$ cat config.mk
export PLATFORM = sky130hd
export DESIGN_NAME = tcp_top
export DESIGN_NICKNAME = d
export VERILOG_FILES = /design/src/include/tcp_pkg.sv /design/src/include/tcp_div_if.sv /design/src/verilog/tcp_divider.sv /design/src/verilog/tcp_top.sv
export SDC_FILE = /design/constraint.sdc
export NUM_CORES = 1
export LEC_CHECK = 0
export BUFFER_PORTS_ARGS = -buffer_cell sky130_fd_sc_hd__buf_2
export CORE_MARGIN = 8
export CORE_UTILIZATION = 58
export DETAILED_ROUTE_END_ITERATION = 10
export PLACE_DENSITY = 0.83
export SYNTH_ARGS = -nofsm -noshare
export SYNTH_HDL_FRONTEND = slang
export SYNTH_SLANG_ARGS = --single-unit
export TNS_END_PERCENT = 100
$ cat constraint.sdc
create_clock -name ref_clk_in -period 3.6 [get_ports ref_clk_in]
set_input_delay 0.18 -clock ref_clk_in [delete_from_list [all_inputs] [get_ports ref_clk_in]]
set_output_delay 0.18 -clock ref_clk_in [all_outputs]
set_load 0.01 [all_outputs]
$ cat src/include/tcp_pkg.sv
package tcp_pkg;
  // Register map, byte offsets on the plain register port
  localparam logic [7:0] TCP_OFS_TIMER_CONTROL_B = 8'h2F;
  localparam logic [7:0] TCP_OFS_PLL_CONTROL_STATUS = 8'h29;
  localparam int TCP_ADDR_W = 8;
  localparam int TCP_DATA_W = 8;
  // Field positions in timer_control_b
  localparam int TCP_TCB_RSVD_BIT = 7;
  localparam int TCP_TCB_RESTART_BIT = 6;
  localparam int TCP_TCB_DTPS_HI = 5;
  localparam int TCP_TCB_DTPS_LO = 4;
  localparam int TCP_TCB_CS_HI = 3;
  localparam int TCP_TCB_CS_LO = 0;
  // Field positions in pll_control_status
  localparam int TCP_PCS_HALF_BIT = 7;
  localparam int TCP_PCS_ASYNC_BIT = 2;
  localparam int TCP_PCS_PLL_ON_BIT = 1;
  localparam int TCP_PCS_LOCK_BIT = 0;
  // Values after reset
  localparam logic [7:0] TCP_TCB_RESET = 8'h00;
  localparam logic TCP_HALF_RESET = 1'b0;
  localparam logic TCP_ASYNC_RESET = 1'b0;
  localparam logic TCP_PLL_ON_RESET = 1'b0;
  // Prescaler
  localparam int TCP_SEL_W = 4;
  localparam int TCP_DIV_W = 14;
  localparam logic [3:0] TCP_SEL_STOP = 4'h0;
  localparam logic [3:0] TCP_SEL_DIV1 = 4'h1;
  // Software lock-in settle time, kept for reference
  localparam int TCP_LOCK_SETTLE_US = 100;
  localparam int TCP_CLK_MHZ = 125;
  localparam int TCP_LOCK_SETTLE_CYC = TCP_LOCK_SETTLE_US * TCP_CLK_MHZ;
  typedef enum logic [0:0] {TCP_SRC_SYS, TCP_SRC_FAST} tcp_src_t;
endpackage

$ cat src/include/tcp_div_if.sv
`timescale 1ns/10ps
interface tcp_div_if;
  logic src_tick;
  logic restart;
  logic [3:0] sel;
  logic tick;
  modport ctrl (output src_tick, output restart, output sel, input tick);
  modport div (input src_tick, input restart, input sel, output tick);
endinterface

$ cat src/verilog/tcp_divider.sv
`timescale 1ns/10ps
module tcp_divider (
  input wire logic clk_in,
  input wire logic rst_n_in,
  tcp_div_if.div bus
);
  import tcp_pkg::*;

  logic [TCP_DIV_W-1:0] cnt_ff;
  logic [TCP_DIV_W-1:0] nxt_cnt;
  logic [15:0] tap;

  // Divider counter advances on each source tick, restart clears it
  assign nxt_cnt = bus.restart ? '0 :
                   bus.src_tick ? cnt_ff + 14'h0001 : cnt_ff;

  always_ff @(posedge clk_in or negedge rst_n_in) begin
    if (!rst_n_in) begin
      cnt_ff <= '0;
    end else begin
      cnt_ff <= nxt_cnt;
    end
  end

  // Tap k from 1 up fires when the low k-1 counter bits are all ones
  assign tap[0] = 1'b0; // Stop code
  assign tap[1] = bus.src_tick; // Undivided source
  genvar k;
  generate
    for (k = 2; k < 16; k++) begin : g_tap
      assign tap[k] = bus.src_tick && !bus.restart && (&cnt_ff[k-2:0]);
    end
  endgenerate

  assign bus.tick = tap[bus.sel];
endmodule

$ cat src/verilog/tcp_top.sv
// Notes on behaviour
// - Timer source is system clock when async select is 0, else fast clock.
// - Fast peripheral clock runs full rate, or half rate in low-speed mode.
// - Half-speed bit 7 resets to zero; writing one halves the fast clock.
// - Status bits 6 to 3 are read-only and read zero.
// - Async select accepts one only while PLL is on by bit or fuses.
// - PLL enable starts the PLL; reads one when PLL is system clock.
// - Read-only lock flag at bit 0; software ignores it first 100 us.
// - Writing one to bit 6 restarts the divider, self-clears, reads zero.
// - Select code 0 stops, 1 passes clock, each step doubles to 16384.
`timescale 1ns/10ps
module tcp_top (
  input wire logic ref_clk_in,
  input wire logic rst_n_in,
  input wire logic [tcp_pkg::TCP_ADDR_W-1:0] addr_in,
  input wire logic [tcp_pkg::TCP_DATA_W-1:0] wr_data_in,
  input wire logic wr_en_in,
  input wire logic rd_en_in,
  input wire logic fast_tick_in,
  input wire logic pll_locked_in,
  input wire logic fuse_pll_mode_in,
  output logic [tcp_pkg::TCP_DATA_W-1:0] rd_data_out,
  output logic timer_tick_out,
  output logic pll_on_out,
  output logic async_mode_out,
  output logic half_speed_out,
  output logic divider_restart_out
);
  import tcp_pkg::*;

  // Reset release through two flops
  logic rst_s1_ff;
  logic rst_s2_ff;
  logic rst_n;

  always_ff @(posedge ref_clk_in or negedge rst_n_in) begin
    if (!rst_n_in) begin
      rst_s1_ff <= 1'b0;
      rst_s2_ff <= 1'b0;
    end else begin
      rst_s1_ff <= 1'b1;
      rst_s2_ff <= rst_s1_ff;
    end
  end

  assign rst_n = rst_s2_ff;

  // Lock and fuse pins pass two flops before any logic reads them
  logic lock_s1_ff;
  logic lock_s2_ff;
  logic fuse_s1_ff;
  logic fuse_s2_ff;

  always_ff @(posedge ref_clk_in or negedge rst_n) begin
    if (!rst_n) begin
      lock_s1_ff <= 1'b0;
      lock_s2_ff <= 1'b0;
      fuse_s1_ff <= 1'b0;
      fuse_s2_ff <= 1'b0;
    end else begin
      lock_s1_ff <= pll_locked_in;
      lock_s2_ff <= lock_s1_ff;
      fuse_s1_ff <= fuse_pll_mode_in;
      fuse_s2_ff <= fuse_s1_ff;
    end
  end

  // Register state
  logic tcb_rsvd_ff;
  logic [1:0] tcb_dtps_ff;
  logic [3:0] sel_ff;
  logic half_ff;
  logic async_ff;
  logic pll_on_ff;
  logic restart_ff;
  logic half_phase_ff;
  logic tick_ff;
  logic [7:0] rd_data_ff;

  logic tcb_wr;
  logic pcs_wr;
  logic pll_running;
  logic nxt_async;
  logic nxt_restart;
  logic nxt_half_phase;
  logic fast_tick_gated;
  logic src_tick;
  logic [7:0] tcb_view;
  logic [7:0] pcs_view;
  logic [7:0] nxt_rd_data;
  logic tcb_hit;
  logic pcs_hit;

  // Register select, shared by the write and the read decode
  function automatic logic reg_hit(input logic [7:0] addr, input logic [7:0] ofs);
    return addr == ofs;
  endfunction

  // Address decode
  assign tcb_hit = reg_hit(addr_in, TCP_OFS_TIMER_CONTROL_B);
  assign pcs_hit = reg_hit(addr_in, TCP_OFS_PLL_CONTROL_STATUS);
  assign tcb_wr = wr_en_in && tcb_hit;
  assign pcs_wr = wr_en_in && pcs_hit;

  // PLL counts as running when software or the fuses turn it on
  assign pll_running = pll_on_ff || fuse_s2_ff;

  // Async select takes a one only while the PLL runs
  assign nxt_async = pcs_wr ?
                     (wr_data_in[TCP_PCS_ASYNC_BIT] && pll_running) :
                     async_ff;

  // Restart pulse from a write of one; a zero write does nothing
  assign nxt_restart = tcb_wr && wr_data_in[TCP_TCB_RESTART_BIT];

  // Half-speed mode drops every other fast tick
  assign nxt_half_phase = fast_tick_in ? ~half_phase_ff : half_phase_ff;
  assign fast_tick_gated = fast_tick_in && (!half_ff || half_phase_ff);

  // Source select: system clock ticks every cycle
  assign src_tick = async_ff ? fast_tick_gated : 1'b1;

  // Read views
  assign tcb_view = {tcb_rsvd_ff, 1'b0, tcb_dtps_ff, sel_ff};
  assign pcs_view = {half_ff, 4'h0, async_ff, pll_running, lock_s2_ff};

  // Read data mux, unmapped addresses read zero
  assign nxt_rd_data = !rd_en_in ? 8'h00 :
                       tcb_hit ? tcb_view :
                       pcs_hit ? pcs_view : 8'h00;

  // Timer control register
  always_ff @(posedge ref_clk_in or negedge rst_n) begin
    if (!rst_n) begin
      tcb_rsvd_ff <= TCP_TCB_RESET[TCP_TCB_RSVD_BIT];
      tcb_dtps_ff <= TCP_TCB_RESET[TCP_TCB_DTPS_HI:TCP_TCB_DTPS_LO];
      sel_ff <= TCP_TCB_RESET[TCP_TCB_CS_HI:TCP_TCB_CS_LO];
    end else if (tcb_wr) begin
      tcb_rsvd_ff <= wr_data_in[TCP_TCB_RSVD_BIT];
      tcb_dtps_ff <= wr_data_in[TCP_TCB_DTPS_HI:TCP_TCB_DTPS_LO];
      sel_ff <= wr_data_in[TCP_TCB_CS_HI:TCP_TCB_CS_LO];
    end
  end

  // PLL control register
  always_ff @(posedge ref_clk_in or negedge rst_n) begin
    if (!rst_n) begin
      half_ff <= TCP_HALF_RESET;
      pll_on_ff <= TCP_PLL_ON_RESET;
    end else if (pcs_wr) begin
      half_ff <= wr_data_in[TCP_PCS_HALF_BIT];
      pll_on_ff <= wr_data_in[TCP_PCS_PLL_ON_BIT];
    end
  end

  // Async select and self-clearing restart
  always_ff @(posedge ref_clk_in or negedge rst_n) begin
    if (!rst_n) begin
      async_ff <= TCP_ASYNC_RESET;
      restart_ff <= 1'b0;
    end else begin
      async_ff <= nxt_async;
      restart_ff <= nxt_restart;
    end
  end

  // Half-speed phase follows the fast ticks
  always_ff @(posedge ref_clk_in or negedge rst_n) begin
    if (!rst_n) begin
      half_phase_ff <= 1'b0;
    end else begin
      half_phase_ff <= nxt_half_phase;
    end
  end

  // Divider
  tcp_div_if div_bus ();

  assign div_bus.src_tick = src_tick;
  assign div_bus.restart = restart_ff;
  assign div_bus.sel = sel_ff;

  tcp_divider u_div (
    .clk_in (ref_clk_in),
    .rst_n_in (rst_n),
    .bus (div_bus.div)
  );

  // Registered outputs
  always_ff @(posedge ref_clk_in or negedge rst_n) begin
    if (!rst_n) begin
      tick_ff <= 1'b0;
      rd_data_ff <= 8'h00;
    end else begin
      tick_ff <= div_bus.tick;
      rd_data_ff <= nxt_rd_data;
    end
  end

  assign timer_tick_out = tick_ff;
  assign rd_data_out = rd_data_ff;
  assign pll_on_out = pll_on_ff;
  assign async_mode_out = async_ff;
  assign half_speed_out = half_ff;
  assign divider_restart_out = restart_ff;
endmodule

# == Word-level counts from Yosys, hierarchy flattened ==
# Cells that the tools add are included.
# word_totals
ff_bits,41
latch_bits,0
mem_bits_rw,0
romBits,0
inputBits,23
output_inout_bits,13
word_cells,68
memories,0
# classes
addsub,1
multipliers,0
div,0
order_cmp,1
eq_ne,2
n_shift,0
muxes,8
bitwise_logic,1
n_reduce_logical,38
# ops
op,n
14-bit 2-to-1 mux,2
8-bit 2-to-1 mux,3
1-bit logical AND,20
"8-bit by 6-bit == test with 1-bit output, second input constant",2
"14-bit by 1-bit adder with 14-bit output, second input constant",1
14-bit AND reduction,1
13-bit AND reduction,1
12-bit AND reduction,1
11-bit AND reduction,1
10-bit AND reduction,1
9-bit AND reduction,1
8-bit AND reduction,1
7-bit AND reduction,1
6-bit AND reduction,1
"4-bit by 5-bit < comparator with 1-bit output, second input constant",1
5-bit AND reduction,1
1-bit binary-select mux with 4-bit select,1
4-bit AND reduction,1
3-bit AND reduction,1
1-bit logical NOT,2
1-bit logical OR,2
1-bit 2-to-1 mux,2
2-bit AND reduction,1
2-bit nonzero test,1
1-bit inverter,1

# == Logic depth before layout (Yosys ltp) ==
# Gate-level depths: netlist (run 1).
# depth
ltp_word,8
ltp_mapped,6
depth_no_buf,6

# == Hierarchy ==
# Synthesis (run 1) repeated with hierarchy kept, for this count alone.
# unflattened
cells_unflattened,161
area_unflattened_um2,1854.3
# modules_own_cells
module,n_inst,cells_per_inst,area_each_um2,seq_area_each_um2
tcp_top,1,71,980.9,650.6
tcp_divider,1,90,873.3,350.3

# == Worst setup path after synthesis (run 1) ==
# Ideal clock, no wire load.
# synth_timing
path_kind,reg-to-reg
from,reg u_div.cnt_ff[0]
to,"reg tick_ff, in the netlist timer_tick_out"
setup_time_ns,0.082
t_arrival_ns,1.387
required_ns,3.518
setup_slack_ns,2.131
stages_incl_launch_ff,6
path_buffers,1
synth_period_minus_slack_ns,1.469
path_cell_list,dfrtp_1 -> ha_1 -> clkbuf_2 -> nand3b_1 -> or4_1 -> a31oi_1
# synth_between
elab_chain_cells,4
word_cells_on_any_way,29
cone_classes,mux (2); reduce/logical (27)
# synth_lines
item,line_no,text
start: declaration,tcp_divider.sv:9,logic [TCP_DIV_W-1:0] cnt_ff;
start signal: assignment,tcp_divider.sv:21,cnt_ff <= nxt_cnt;
"14-bit AND reduction, or another cell as far along",tcp_divider.sv:31,assign tap[k] = bus.src_tick && !bus.restart && (&cnt_ff[k-2:0]);
1-bit logical AND,tcp_divider.sv:31,
1-bit binary-select mux with 4-bit select *,tcp_divider.sv:35,assign bus.tick = tap[bus.sel];
1-bit 2-to-1 mux (implied by the code) *,tcp_divider.sv:35,
net div_bus.tick,tcp_div_if.sv:6,logic tick;
end signal: assignment,tcp_top.sv:195,tick_ff <= div_bus.tick;
end: declaration,tcp_top.sv:77,logic tick_ff;
# The timed path passes the listed nets; every way through them passes the cells marked *. The select of a mux whose other input is x is not followed.
# A chain may end at the register's enable or synchronous reset.

# == Worst setup path in the final report (run 1) ==
# layout_timing
from,"reg half_ff, in the netlist half_speed_out"
to,reg u_div.cnt_ff[12]
# layout_between
elab_chain_cells,5
# layout_lines
item,line_no,text
start: declaration,tcp_top.sv:72,logic half_ff;
start signal: assignment,tcp_top.sv:151,half_ff <= wr_data_in[TCP_PCS_HALF_BIT];
1-bit logical NOT,tcp_top.sv:118,assign fast_tick_gated = fast_tick_in && (!half_ff || half_phase_ff);
1-bit logical OR,tcp_top.sv:118,
1-bit logical AND,tcp_top.sv:118,
1-bit 2-to-1 mux,tcp_top.sv:121,assign src_tick = async_ff ? fast_tick_gated : 1'b1;
2-bit nonzero test (no line),n/a,
# No other way between the ends.

==> results.yml, run 1 <==
setup_path:
  cp.arrival_ns: 2.24
  crit_chain: "nor2b_1, o21ai_1, nand4_1, xor2_1, nor2_1"
  regToRegStartpoint: "half_speed_out"
  cp-startpoint: "half_speed_out"
  startpoint_type: "flop"
  cp_max_fo: 15
  required_ns: 3.82
  worstSetupPathType: "reg -> reg"
  max_stage_delay_ns: 0.84
  cp_slowest_cell: "o21ai_1"
  critPathCaptureType: "flop"
pwr:
  internal_power_w: 0.000731
  seq_power_share: 0.572
  power_density_nw_per_um2: 482
  swShare: 0.283
  ir_worst_vdd_uv: 334
  switchingPower_w: 0.000289
  fin_total_pwr_w: 0.00102
  clkPwrFrac: 0.277
  leakage_nw: 1.05
  power_frac_comb: 0.151
flow_run:
  maxCapViolations: 0
worst_hold_path:
  hold_start: "fast_tick_in"
  hold_path.class: "in -> reg"
cells_and_area:
  diodes: 0
  areaGrowthSynthToFinish_pct: 15.3
  stdcell_area_sq_um: 2120
  drive_gt1_frac: 0.286
  nets: 227
drt:
  drtPass1Iterations: 4
  wl_per_cell_um: 14.9
  num_vias: 1334
  final_antenna_net_count: 0
  drc_errors: 0
  vias_per_cell: 5.40
  drt-initial-drc-count: 126
  finalWirelength_um: 3670
logic_synthesis:
  ys_seq_area_frac: 0.545
  avgSynthCellArea_sq_um: 11.1
  synth_common_cells: "dfrtp_1, nor2_1, xor2_1, mux2_2, nand4_1"
  synth_edf_count: 0
  synth_top_area_frac: 0.545
  synth_cells: 166
  ys_async_sr_fraction: 1.00
  ys_top_cells_by_area: "dfrtp_1, xor2_1, mux2_2, nor2_1, nand4_1"
  netlist_area_sq_um: 1840
  yosys_warnings: 0
  synth_most_common_cell: "dfrtp_1"
  synth-main-ff-cell: "dfrtp_1"
  synth_nets: 191
  synth_seq_cells: 40
  ys_types: 43
  yosysTopAreaCell: "dfrtp_1"
sta:
  setup_viol: 0
  max_freq_ghz: 0.496
  maxSlewViolCount: 0
  skew_ns: 0.00487
  timing.final.crit_period_ns: 2.01
  slew_headroom: 0.262
  hold_violations: 0
  rsz0062_at_grt: "false"
  fin_crit_sh: 0.560
  tns_ns: 0
  tightest_slew_ns: 1.10
global_route:
  grt_pass1_wl_um: 6380
  antenna_found_initial: 0
  overflow: 0
  grt_pass1_vias: 1446
  grt_max_degree: 23
  grt_use_total: 0.154
clock_tree:
  tritoncts: "built"
  clock_latency_ns: 0.34
  clk_pin_slew_ns: 0.11
  numClockSinks: 40
  cts_max_path_buffers: 2
  cts-htree-levels: 2
  clock-root-buffer: "clkbuf_4"
  cts_buffers: 5
  cts-resized-gates: 0
placement:
  gp_congestion: 0.797
  placed_cell_area_sq_um: 2010
  hpwl_um: 2760
  io_buffers: 34
die:
  dieHeight_um: 72.3
  start_util: 0.606
  ios: 36
  die_x_um: 72.3
  rows: 20
  core_sq_um: 3030
  dieArea_sq_um: 5220
outcome:
  status: "finished, final reports clean"
path summary, 6_finish.rpt:
kind / end / slack [ns] / depth (start not counted)
worst min register to register: u_div.cnt_ff[7] / 0.28 / 0
max in group asynchronous: div_bus.sel[1] / 2.59 / 1
worst max register to register: u_div.cnt_ff[12] / 1.59 / 5
min in group asynchronous: rst_s1_ff / 0.14 / 2
worst max-delay path: u_div.cnt_ff[12] / 1.59 / 5
worst min-delay path: half_phase_ff / 0.02 / 2
cell families (layout without fill, tap and decap cells):
group | after synthesis | after routing | share of synthesized area
AND/OR/NAND/NOR | 68 | 68 | 0.209
flip-flops | 40 | 40 | 0.545
multiplexers | 11 | 11 | 0.0661
AO/OA/AOI/OAI | 19 | 19 | 0.0641
XOR/XNOR | 13 | 13 | 0.0620
adder cells (fa/ha/maj) | 2 | 2 | 0.0136
buffers and inverters | 11 | 48 | 0.0361
other | 2 | 2 | 0.00409
sequential cells by signal (all words and copies together) (netlist names), 2 cells and up:
register      flops
u_div.cnt_ff     14
rd_data_out       7
div_bus.sel       4
tcb_dtps_ff       2
power by group through the flow:
stage	combinational [W]	clock [W]	sequential (W)
global placement	0.000146	0	0.000585
floorplan	0.000115	0	0.000573
global route	0.000180	0.000309	0.000592
finish	0.000154	0.000282	0.000583
CTS	0.000157	0.000291	0.000582
detailed placement	0.000154	0	0.000590
what timing repair did:
| action | in CTS | in global routing |
|---|---|---|
| hold buffers | 3 | 0 |
| setup endpoints to repair | 0 | 0 |
| buffers inserted | 0 | 0 |
| hold endpoints to repair | 4 | 0 |
layer usage:
layer,global-route usage,routed length (um),up-vias,part of all wire
met4,0.0522,64,0,0.017
met2,0.251,1830,37,0.50
met5,0,0,-,0
met3,0.0606,228,10,0.062
li1,-,-,647,-
met1,0.179,1550,640,0.42
through the flow:
stage	std cells	worst slack (ns)	utilization	hold slack (ns)
floorplan	166	2.13	-	-0.116
detailed placement	236	1.64	0.664	-0.0329
finish	247	1.59	0.699	0.0191
global placement	236	1.73	0.664	-0.0351
global route	247	1.39	0.699	0.00758
CTS	247	1.59	0.699	0.00407
area by class of cell:
cell class,instances,area (sq um)
Clock buffer,6,41.3
Clock inverter,2,35.0
Fill cell,224,912
Inverter,2,7.51
Multi-Input combinational cell,115,768
Sequential cell,40,1000
Tap cell,44,55.1
Timing Repair Buffer,38,208
critical path: cells and delay by family, from the launching register on:
kind             cells  cell delay (ns)
AO/OA/AOI/OAI        1             0.84
AND/OR/NAND/NOR      3             0.42
flip-flops           1             0.42
XOR/XNOR             1             0.21
placed cells by master (no fill, tap or decap), types with 2 or more instances in the layout:
cell type,instances
a22oi_1,3
nor2_1,21
mux2_2,9
o21ai_1,2
a21oi_1,3
dfrtp_1,40
nand4_1,9
o21ai_0,5
conb_1,2
a31oi_1,2
and3_1,2
nor3_1,3
nand2_1,7
buf_2,34
nor2b_1,2
ha_1,2
mux2i_1,2
nand3_1,4
and3b_1,2
and2_1,4
inv_1,2
clkbuf_4,5
dlygate4sd3_1,3
nand2b_1,2
xor2_1,12
Note: power is estimated with default switching activity, not from simulation.
==> run 2, diff against run 1 <==
--- a/config.mk
+++ b/config.mk
@@ -7,9 +7,9 @@
 export LEC_CHECK = 0
 export BUFFER_PORTS_ARGS = -buffer_cell sky130_fd_sc_hd__buf_2
 export CORE_MARGIN = 8
-export CORE_UTILIZATION = 58
+export CORE_UTILIZATION = 49
 export DETAILED_ROUTE_END_ITERATION = 10
-export PLACE_DENSITY = 0.83
+export PLACE_DENSITY = 0.75
 export SYNTH_ARGS = -nofsm -noshare
 export SYNTH_HDL_FRONTEND = slang
 export SYNTH_SLANG_ARGS = --single-unit
==> constraint.sdc (replaced) <==
create_clock -name ref_clk_in -period 1.6 [get_ports ref_clk_in]
set_input_delay 0.08 -clock ref_clk_in [delete_from_list [all_inputs] [get_ports ref_clk_in]]
set_output_delay 0.08 -clock ref_clk_in [all_outputs]
set_load 0.01 [all_outputs]
==> run 2 against run 1 <==
Critical path depth stayed put. First-iteration DRC count is 22% lower. Die area is 14% higher. Via count is 4.6% higher. Wire length is 11% higher. Largest cell class unchanged.
==> results.yml, run 2 (synthesis gave the netlist of run 1 again) <==
outcome:
  status: "finished, final reports clean"
cells_and_area:
  final_common_cell: "dfrtp_1"
  nets: 237
  final_core_util: 0.622
  largest_reg_flops: 14
  regMostFlops: "u_div.cnt_ff"
  diodes: 0
  areaGrowthSynthToFinish_pct: 23.1
  n_fill_cell: 288
  final_cell_mix: "dfrtp_1, buf_2, nor2_1"
  drive_gt1_frac: 0.333
drt:
  drt-initial-drc-count: 98
  drc_errors: 0
  num_vias: 1395
  vias_per_cell: 5.34
  finalWirelength_um: 4080
  wl_per_cell_um: 15.6
  final_antenna_net_count: 0
  drtPass1Iterations: 4
die:
  rows: 22
  start_util: 0.505
  dieArea_sq_um: 5960
  ios: 36
  die_x_um: 77.2
  dieHeight_um: 77.2
  core_sq_um: 3630
sta:
  fin_crit_sh: 0.963
  maxSlewViolCount: 0
  rsz0062_at_grt: "false"
  max_freq_ghz: 0.649
  tns_ns: 0
  timing.final.crit_period_ns: 1.54
  skew_ns: 0.00480
  hold_violations: 0
  setup_viol: 0
clock_tree:
  clock_latency_ns: 0.30
  numClockSinks: 40
  cts_max_path_buffers: 2
  tritoncts: "built"
  clk_pin_slew_ns: 0.08
  clock-root-buffer: "clkbuf_8"
  cts_buffers: 5
  postCtsSetupRepairBufs: 0
  cts-htree-levels: 2
global_route:
  grt_use_total: 0.143
  overflow: 0
  grt_max_degree: 30
  grt_pass1_wl_um: 6860
  antenna_found_initial: 0
  grt_pass1_vias: 1479
pwr:
  leakage_nw: 1.11
  power_density_nw_per_um2: 1120
  ir_worst_vdd_uv: 578
setup_path:
  cp_slowest_cell: "or4_1"
  cp.arrival_ns: 1.75
  startpoint_type: "flop"
  crit_chain: "nand4_1, nor3_2, a311oi_1, or4_1, a31oi_1"
  critPathCaptureType: "flop"
  required_ns: 1.81
  cp_max_fo: 9
  max_stage_delay_ns: 0.51
  worstSetupPathType: "reg -> reg"
placement:
  io_buffers: 34
  gp_congestion: 0.909
  hpwl_um: 3020
worst_hold_path:
  hold_path.class: "in -> reg"
flow_run:
  maxCapViolations: 0
-- run 2: final timing paths --
path                                start         endpoint  slack [ns]  depth (start not counted)
hold / removal              wr_data_in[5]   tcb_dtps_ff[1]        0.02                          2
min in group asynchronous        rst_n_in            rst_n        0.08                          2
setup / recovery           div_bus.sel[2]   timer_tick_out        0.06                          5
max in group asynchronous           rst_n  u_div.cnt_ff[7]        0.91                          1
setup reg to reg           div_bus.sel[2]   timer_tick_out        0.06                          5
hold reg to reg                     rst_n       fuse_s1_ff        0.18                          0
-- run 2: layer usage --
metal / routed length, um / share of wire / track usage
met5: 0 / 0 / 0
met4: 55 / 0.013 / 0.0453
met3: 254 / 0.062 / 0.0559
met2: 2110 / 0.52 / 0.239
met1: 1660 / 0.41 / 0.163
-- run 2: final cells by class --
type | instances | area [sq um] | share of cell area
tap | 48 | 60.1 | 0.0266
inverter | 2 | 7.51 | 0.00332
clock inverter | 3 | 42.5 | 0.0188
sequential | 40 | 1000 | 0.444
multi-input combinational | 115 | 777 | 0.344
timing repair buffer | 48 | 300 | 0.133
clock buffer | 5 | 68.8 | 0.0305
-- run 2: repair_timing --
action	in CTS	in global routing
hold endpoints to repair	6	0
cloned	0	0
pin swaps	0	0
gates resized for setup	1	3
endpoints found under the setup margin	1	1
hold buffers	5	0
-- run 2: worst max-delay path, delay by kind of cell, from the launching register on --
kind | cells | cell delay, ns
AND/OR/NAND/NOR | 3 | 0.77
AO/OA/AOI/OAI | 2 | 0.24
flip-flops | 1 | 0.44
-- run 2: stage by stage --
stage | hold slack [ns] | cells | setup WS (ns) | area [sq um] | power (W)
after floorplan | -0.216 | 166 | 0.131 | 1840 | 0.00155
after global placement | -0.135 | 248 | 0.113 | 2090 | 0.00168
after detailed placement | -0.134 | 248 | 0.0328 | 2090 | 0.00171
after CTS | 0.0101 | 261 | 0.0429 | 2250 | 0.00254
after global routing | 0.00217 | 261 | 0.0107 | 2260 | 0.00268
final | 0.0184 | 261 | 0.0599 | 2260 | 0.00253
-- run 2: power by group --
group	internal [W]	leakage [nW]	total [W]	switching [W]
logic	0.000208	0.531	0.000414	0.000206
clock network	0.000461	0.0541	0.000812	0.000351
registers	0.00115	0.523	0.00131	0.000159
total	0.00182	1.11	0.00253	0.000716
==> run 3, diff against run 2 <==
--- a/config.mk
+++ b/config.mk
@@ -7,10 +7,9 @@
 export LEC_CHECK = 0
 export BUFFER_PORTS_ARGS = -buffer_cell sky130_fd_sc_hd__buf_2
 export CORE_MARGIN = 8
-export CORE_UTILIZATION = 49
+export CORE_UTILIZATION = 40
 export DETAILED_ROUTE_END_ITERATION = 10
-export PLACE_DENSITY = 0.75
 export SYNTH_ARGS = -nofsm -noshare
 export SYNTH_HDL_FRONTEND = slang
+export SYNTH_HIERARCHICAL = 1
 export SYNTH_SLANG_ARGS = --single-unit
-export TNS_END_PERCENT = 100
==> run 3 against run 2 <==
The flow now finishes with violations (setup timing). Combinational power rose by 36%. Highest routed layer unchanged. Final cell count rose by 5.4%. Total power rose by 4.1%. Setup slack got worse by 0.061 ns. Utilization fell by 7.7 points. Clock power barely moved. Clock-buffer cell count did not move. Flip-flop and latch count did not move. Sequential power fell by 4%.
==> results.yml, run 3 <==
sta:
  timing.final.crit_period_ns: 1.60
  skew_ns: 0.0118
  max_freq_ghz: 0.625
  maxSlewViolCount: 0
  fin_crit_sh: 1.00
  fin_ws_ns: -0.000900
  setup_viol: 1
  rsz0062_at_grt: "true"
  hold_violations: 0
global_route:
  grt_pass1_vias: 1397
  overflow: 0
  grt_pass1_wl_um: 6710
  grt_max_degree: 37
  antenna_found_initial: 0
  grt_use_total: 0.116
drt:
  vias_per_cell: 5.07
  drt-initial-drc-count: 101
  wl_per_cell_um: 14.6
  drc_errors: 0
  final_antenna_net_count: 0
  drtPass1Iterations: 4
  num_vias: 1394
  finalWirelength_um: 4020
clock_tree:
  cts_max_path_buffers: 2
  cts-htree-levels: 2
  cts_buffers: 5
  numClockSinks: 40
  clock_latency_ns: 0.29
  clock-root-buffer: "clkbuf_8"
  tritoncts: "built"
  clk_pin_slew_ns: 0.08
placement:
  gp_congestion: 0.824
  io_buffers: 34
  hpwl_um: 2980
  placed_cells: 257
cells_and_area:
  final_common_cell: "dfrtp_1"
  final_core_util: 0.545
  nets: 248
  areaGrowthSynthToFinish_pct: 29.6
  layout.cells.non_filler: 275
  regMostFlops: "u_div/cnt_ff"
  largest_reg_flops: 14
  final_cell_mix: "dfrtp_1, buf_2, buf_4"
  drive_gt1_frac: 0.381
  diodes: 0
setup_path:
  worstSetupPathType: "reg -> reg"
  crit_buf_inv: 1
  crit_chain: "inv_1, o21ai_1, nand2_1, and4_4, or4b_4, xor2_1, nor2_1"
  cp_max_fo: 2
  startpoint_type: "flop"
  critPathTopFamily: "simple AND/OR/NAND/NOR gates"
  regToRegStartpoint: "half_speed_out"
  cp.arrival_ns: 1.78
  r2r_end: "u_div/cnt_ff[10]"
  required_ns: 1.78
  reg2reg_depth: 7
  max_stage_delay_ns: 0.46
  cp_slowest_cell: "or4b_4"
  critPathCaptureType: "flop"
  reg2reg_setup_slack_ns: -0.0009
die:
  die_x_um: 84.1
  start_util: 0.420
  core_sq_um: 4410
  rows: 24
  ios: 36
  dieArea_sq_um: 7070
  dieHeight_um: 84.1
pwr:
  switchingPower_w: 0.000745
  leakage_nw: 1.19
  power_density_nw_per_um2: 1100
  ir_worst_vdd_uv: 545
  seq_power_share: 0.478
  power_frac_comb: 0.214
  clkPwrFrac: 0.308
  swShare: 0.283
  internal_power_w: 0.00189
logic_synthesis:
  ys_top_cells_by_area: "dfrtp_1, mux2_2, nor2_1, xor2_1, mux2i_1"
  synth_most_common_cell: "dfrtp_1"
  netlist_area_sq_um: 1850
  synth-main-ff-cell: "dfrtp_1"
  yosys_warnings: 6
  ys_seq_area_frac: 0.540
  synth_common_cells: "dfrtp_1, nor2_1, mux2_2, nand2_1, o21ai_0"
  synth_top_area_frac: 0.540
  avgSynthCellArea_sq_um: 11.5
  ys_types: 43
  synth_cells: 161
  synth_nets: 187
  synth_edf_count: 0
  yosysTopAreaCell: "dfrtp_1"
  ys_async_sr_fraction: 1.00
  synth_seq_cells: 40
outcome:
  violations: "setup timing"
  status: "finished, violations left"
worst_hold_path:
  hold_start: "wr_data_in[3]"
  hold_path.class: "in -> reg"
  min_to: "div_bus.sel[3]"
  min_path_cells: 2
flow_run:
  maxCapViolations: 0
[run 3: cell types whose count changed after synthesis, moves of 3 or more]
cell | previous run | this run
nand4_1 | 9 | 2
xor2_1 | 12 | 6
nor2_1 | 21 | 17
buf_4 | 4 | 1
o21ai_0 | 5 | 8
[run 3: cell families after synthesis]
family / synth area share
other: 0.00405
and+or+nand+nor: 0.215
DFF: 0.540
adders and majority gates: 0.0202
buffers and inverters: 0.0243
muxes: 0.0763
AOI/OAI and AO/OA: 0.0783
xor gates and xnor gates: 0.0425
[run 3: cell type report]
type / count / area, sq um
Tap cell: 52 / 65.1
Sequential cell: 40 / 1000
Clock inverter: 3 / 42.5
Clock buffer: 5 / 68.8
Timing Repair Buffer: 59 / 372
Fill cell: 388 / 2010
Inverter: 4 / 15.0
Multi-Input combinational cell: 112 / 840
[run 3: how the worst max path moves through the flow]
stage,startpoint,depth (start not counted),endpoint
final,half_speed_out,7,u_div/cnt_ff[10]
after global routing,half_speed_out,8,u_div/cnt_ff[13]
after CTS,half_speed_out,8,u_div/cnt_ff[9]
after detailed placement,half_speed_out,8,u_div/cnt_ff[9]
after global placement,half_speed_out,7,u_div/cnt_ff[10]
after floorplan,half_speed_out,8,u_div/cnt_ff[10]
[run 3: through the flow]
| stage | hold slack [ns] | setup TNS, ns | total power [W] | setup WS, ns | area [sq um] |
|---|---|---|---|---|---|
| 5_1_grt | 0.00993 | -0.510 | 0.00279 | -0.135 | 2400 |
| 4_1_cts | 0.0130 | -0.0537 | 0.00260 | -0.0207 | 2350 |
| 2_1_floorplan | -0.216 | -0.118 | 0.00156 | -0.118 | 1860 |
| 3_3_place_gp | -0.134 | -0.0124 | 0.00174 | -0.0124 | 2180 |
| 6_report | 0.0241 | -0.000900 | 0.00263 | -0.000900 | 2400 |
| 3_5_place_dp | -0.133 | -0.0496 | 0.00176 | -0.0188 | 2180 |
[run 3: power groups by stage]
stage | clock, W | sequential (W) | combinational, W
4_1_cts | 0.000835 | 0.00126 | 0.000508
5_1_grt | 0.000881 | 0.00128 | 0.000633
6_report | 0.000811 | 0.00126 | 0.000564
3_5_place_dp | 0 | 0.00127 | 0.000489
3_3_place_gp | 0 | 0.00127 | 0.000474
2_1_floorplan | 0 | 0.00128 | 0.000279
[run 3: what timing repair did]
item	4_1_cts	5_1_grt
hold buffers	4	0
pin swaps	1	4
resized for setup	3	2
hold endpoints to repair	5	0
endpoints found under the setup margin	4	5
setup buffers	1	5
[run 3: metal layers]
metal | up-vias | track usage | routed length (um)
met5 | - | 0 | 0
met4 | 0 | 0.0424 | 39
met3 | 5 | 0.0381 | 205
met2 | 28 | 0.182 | 2000
met1 | 665 | 0.143 | 1770
li1 | 696 | - | -
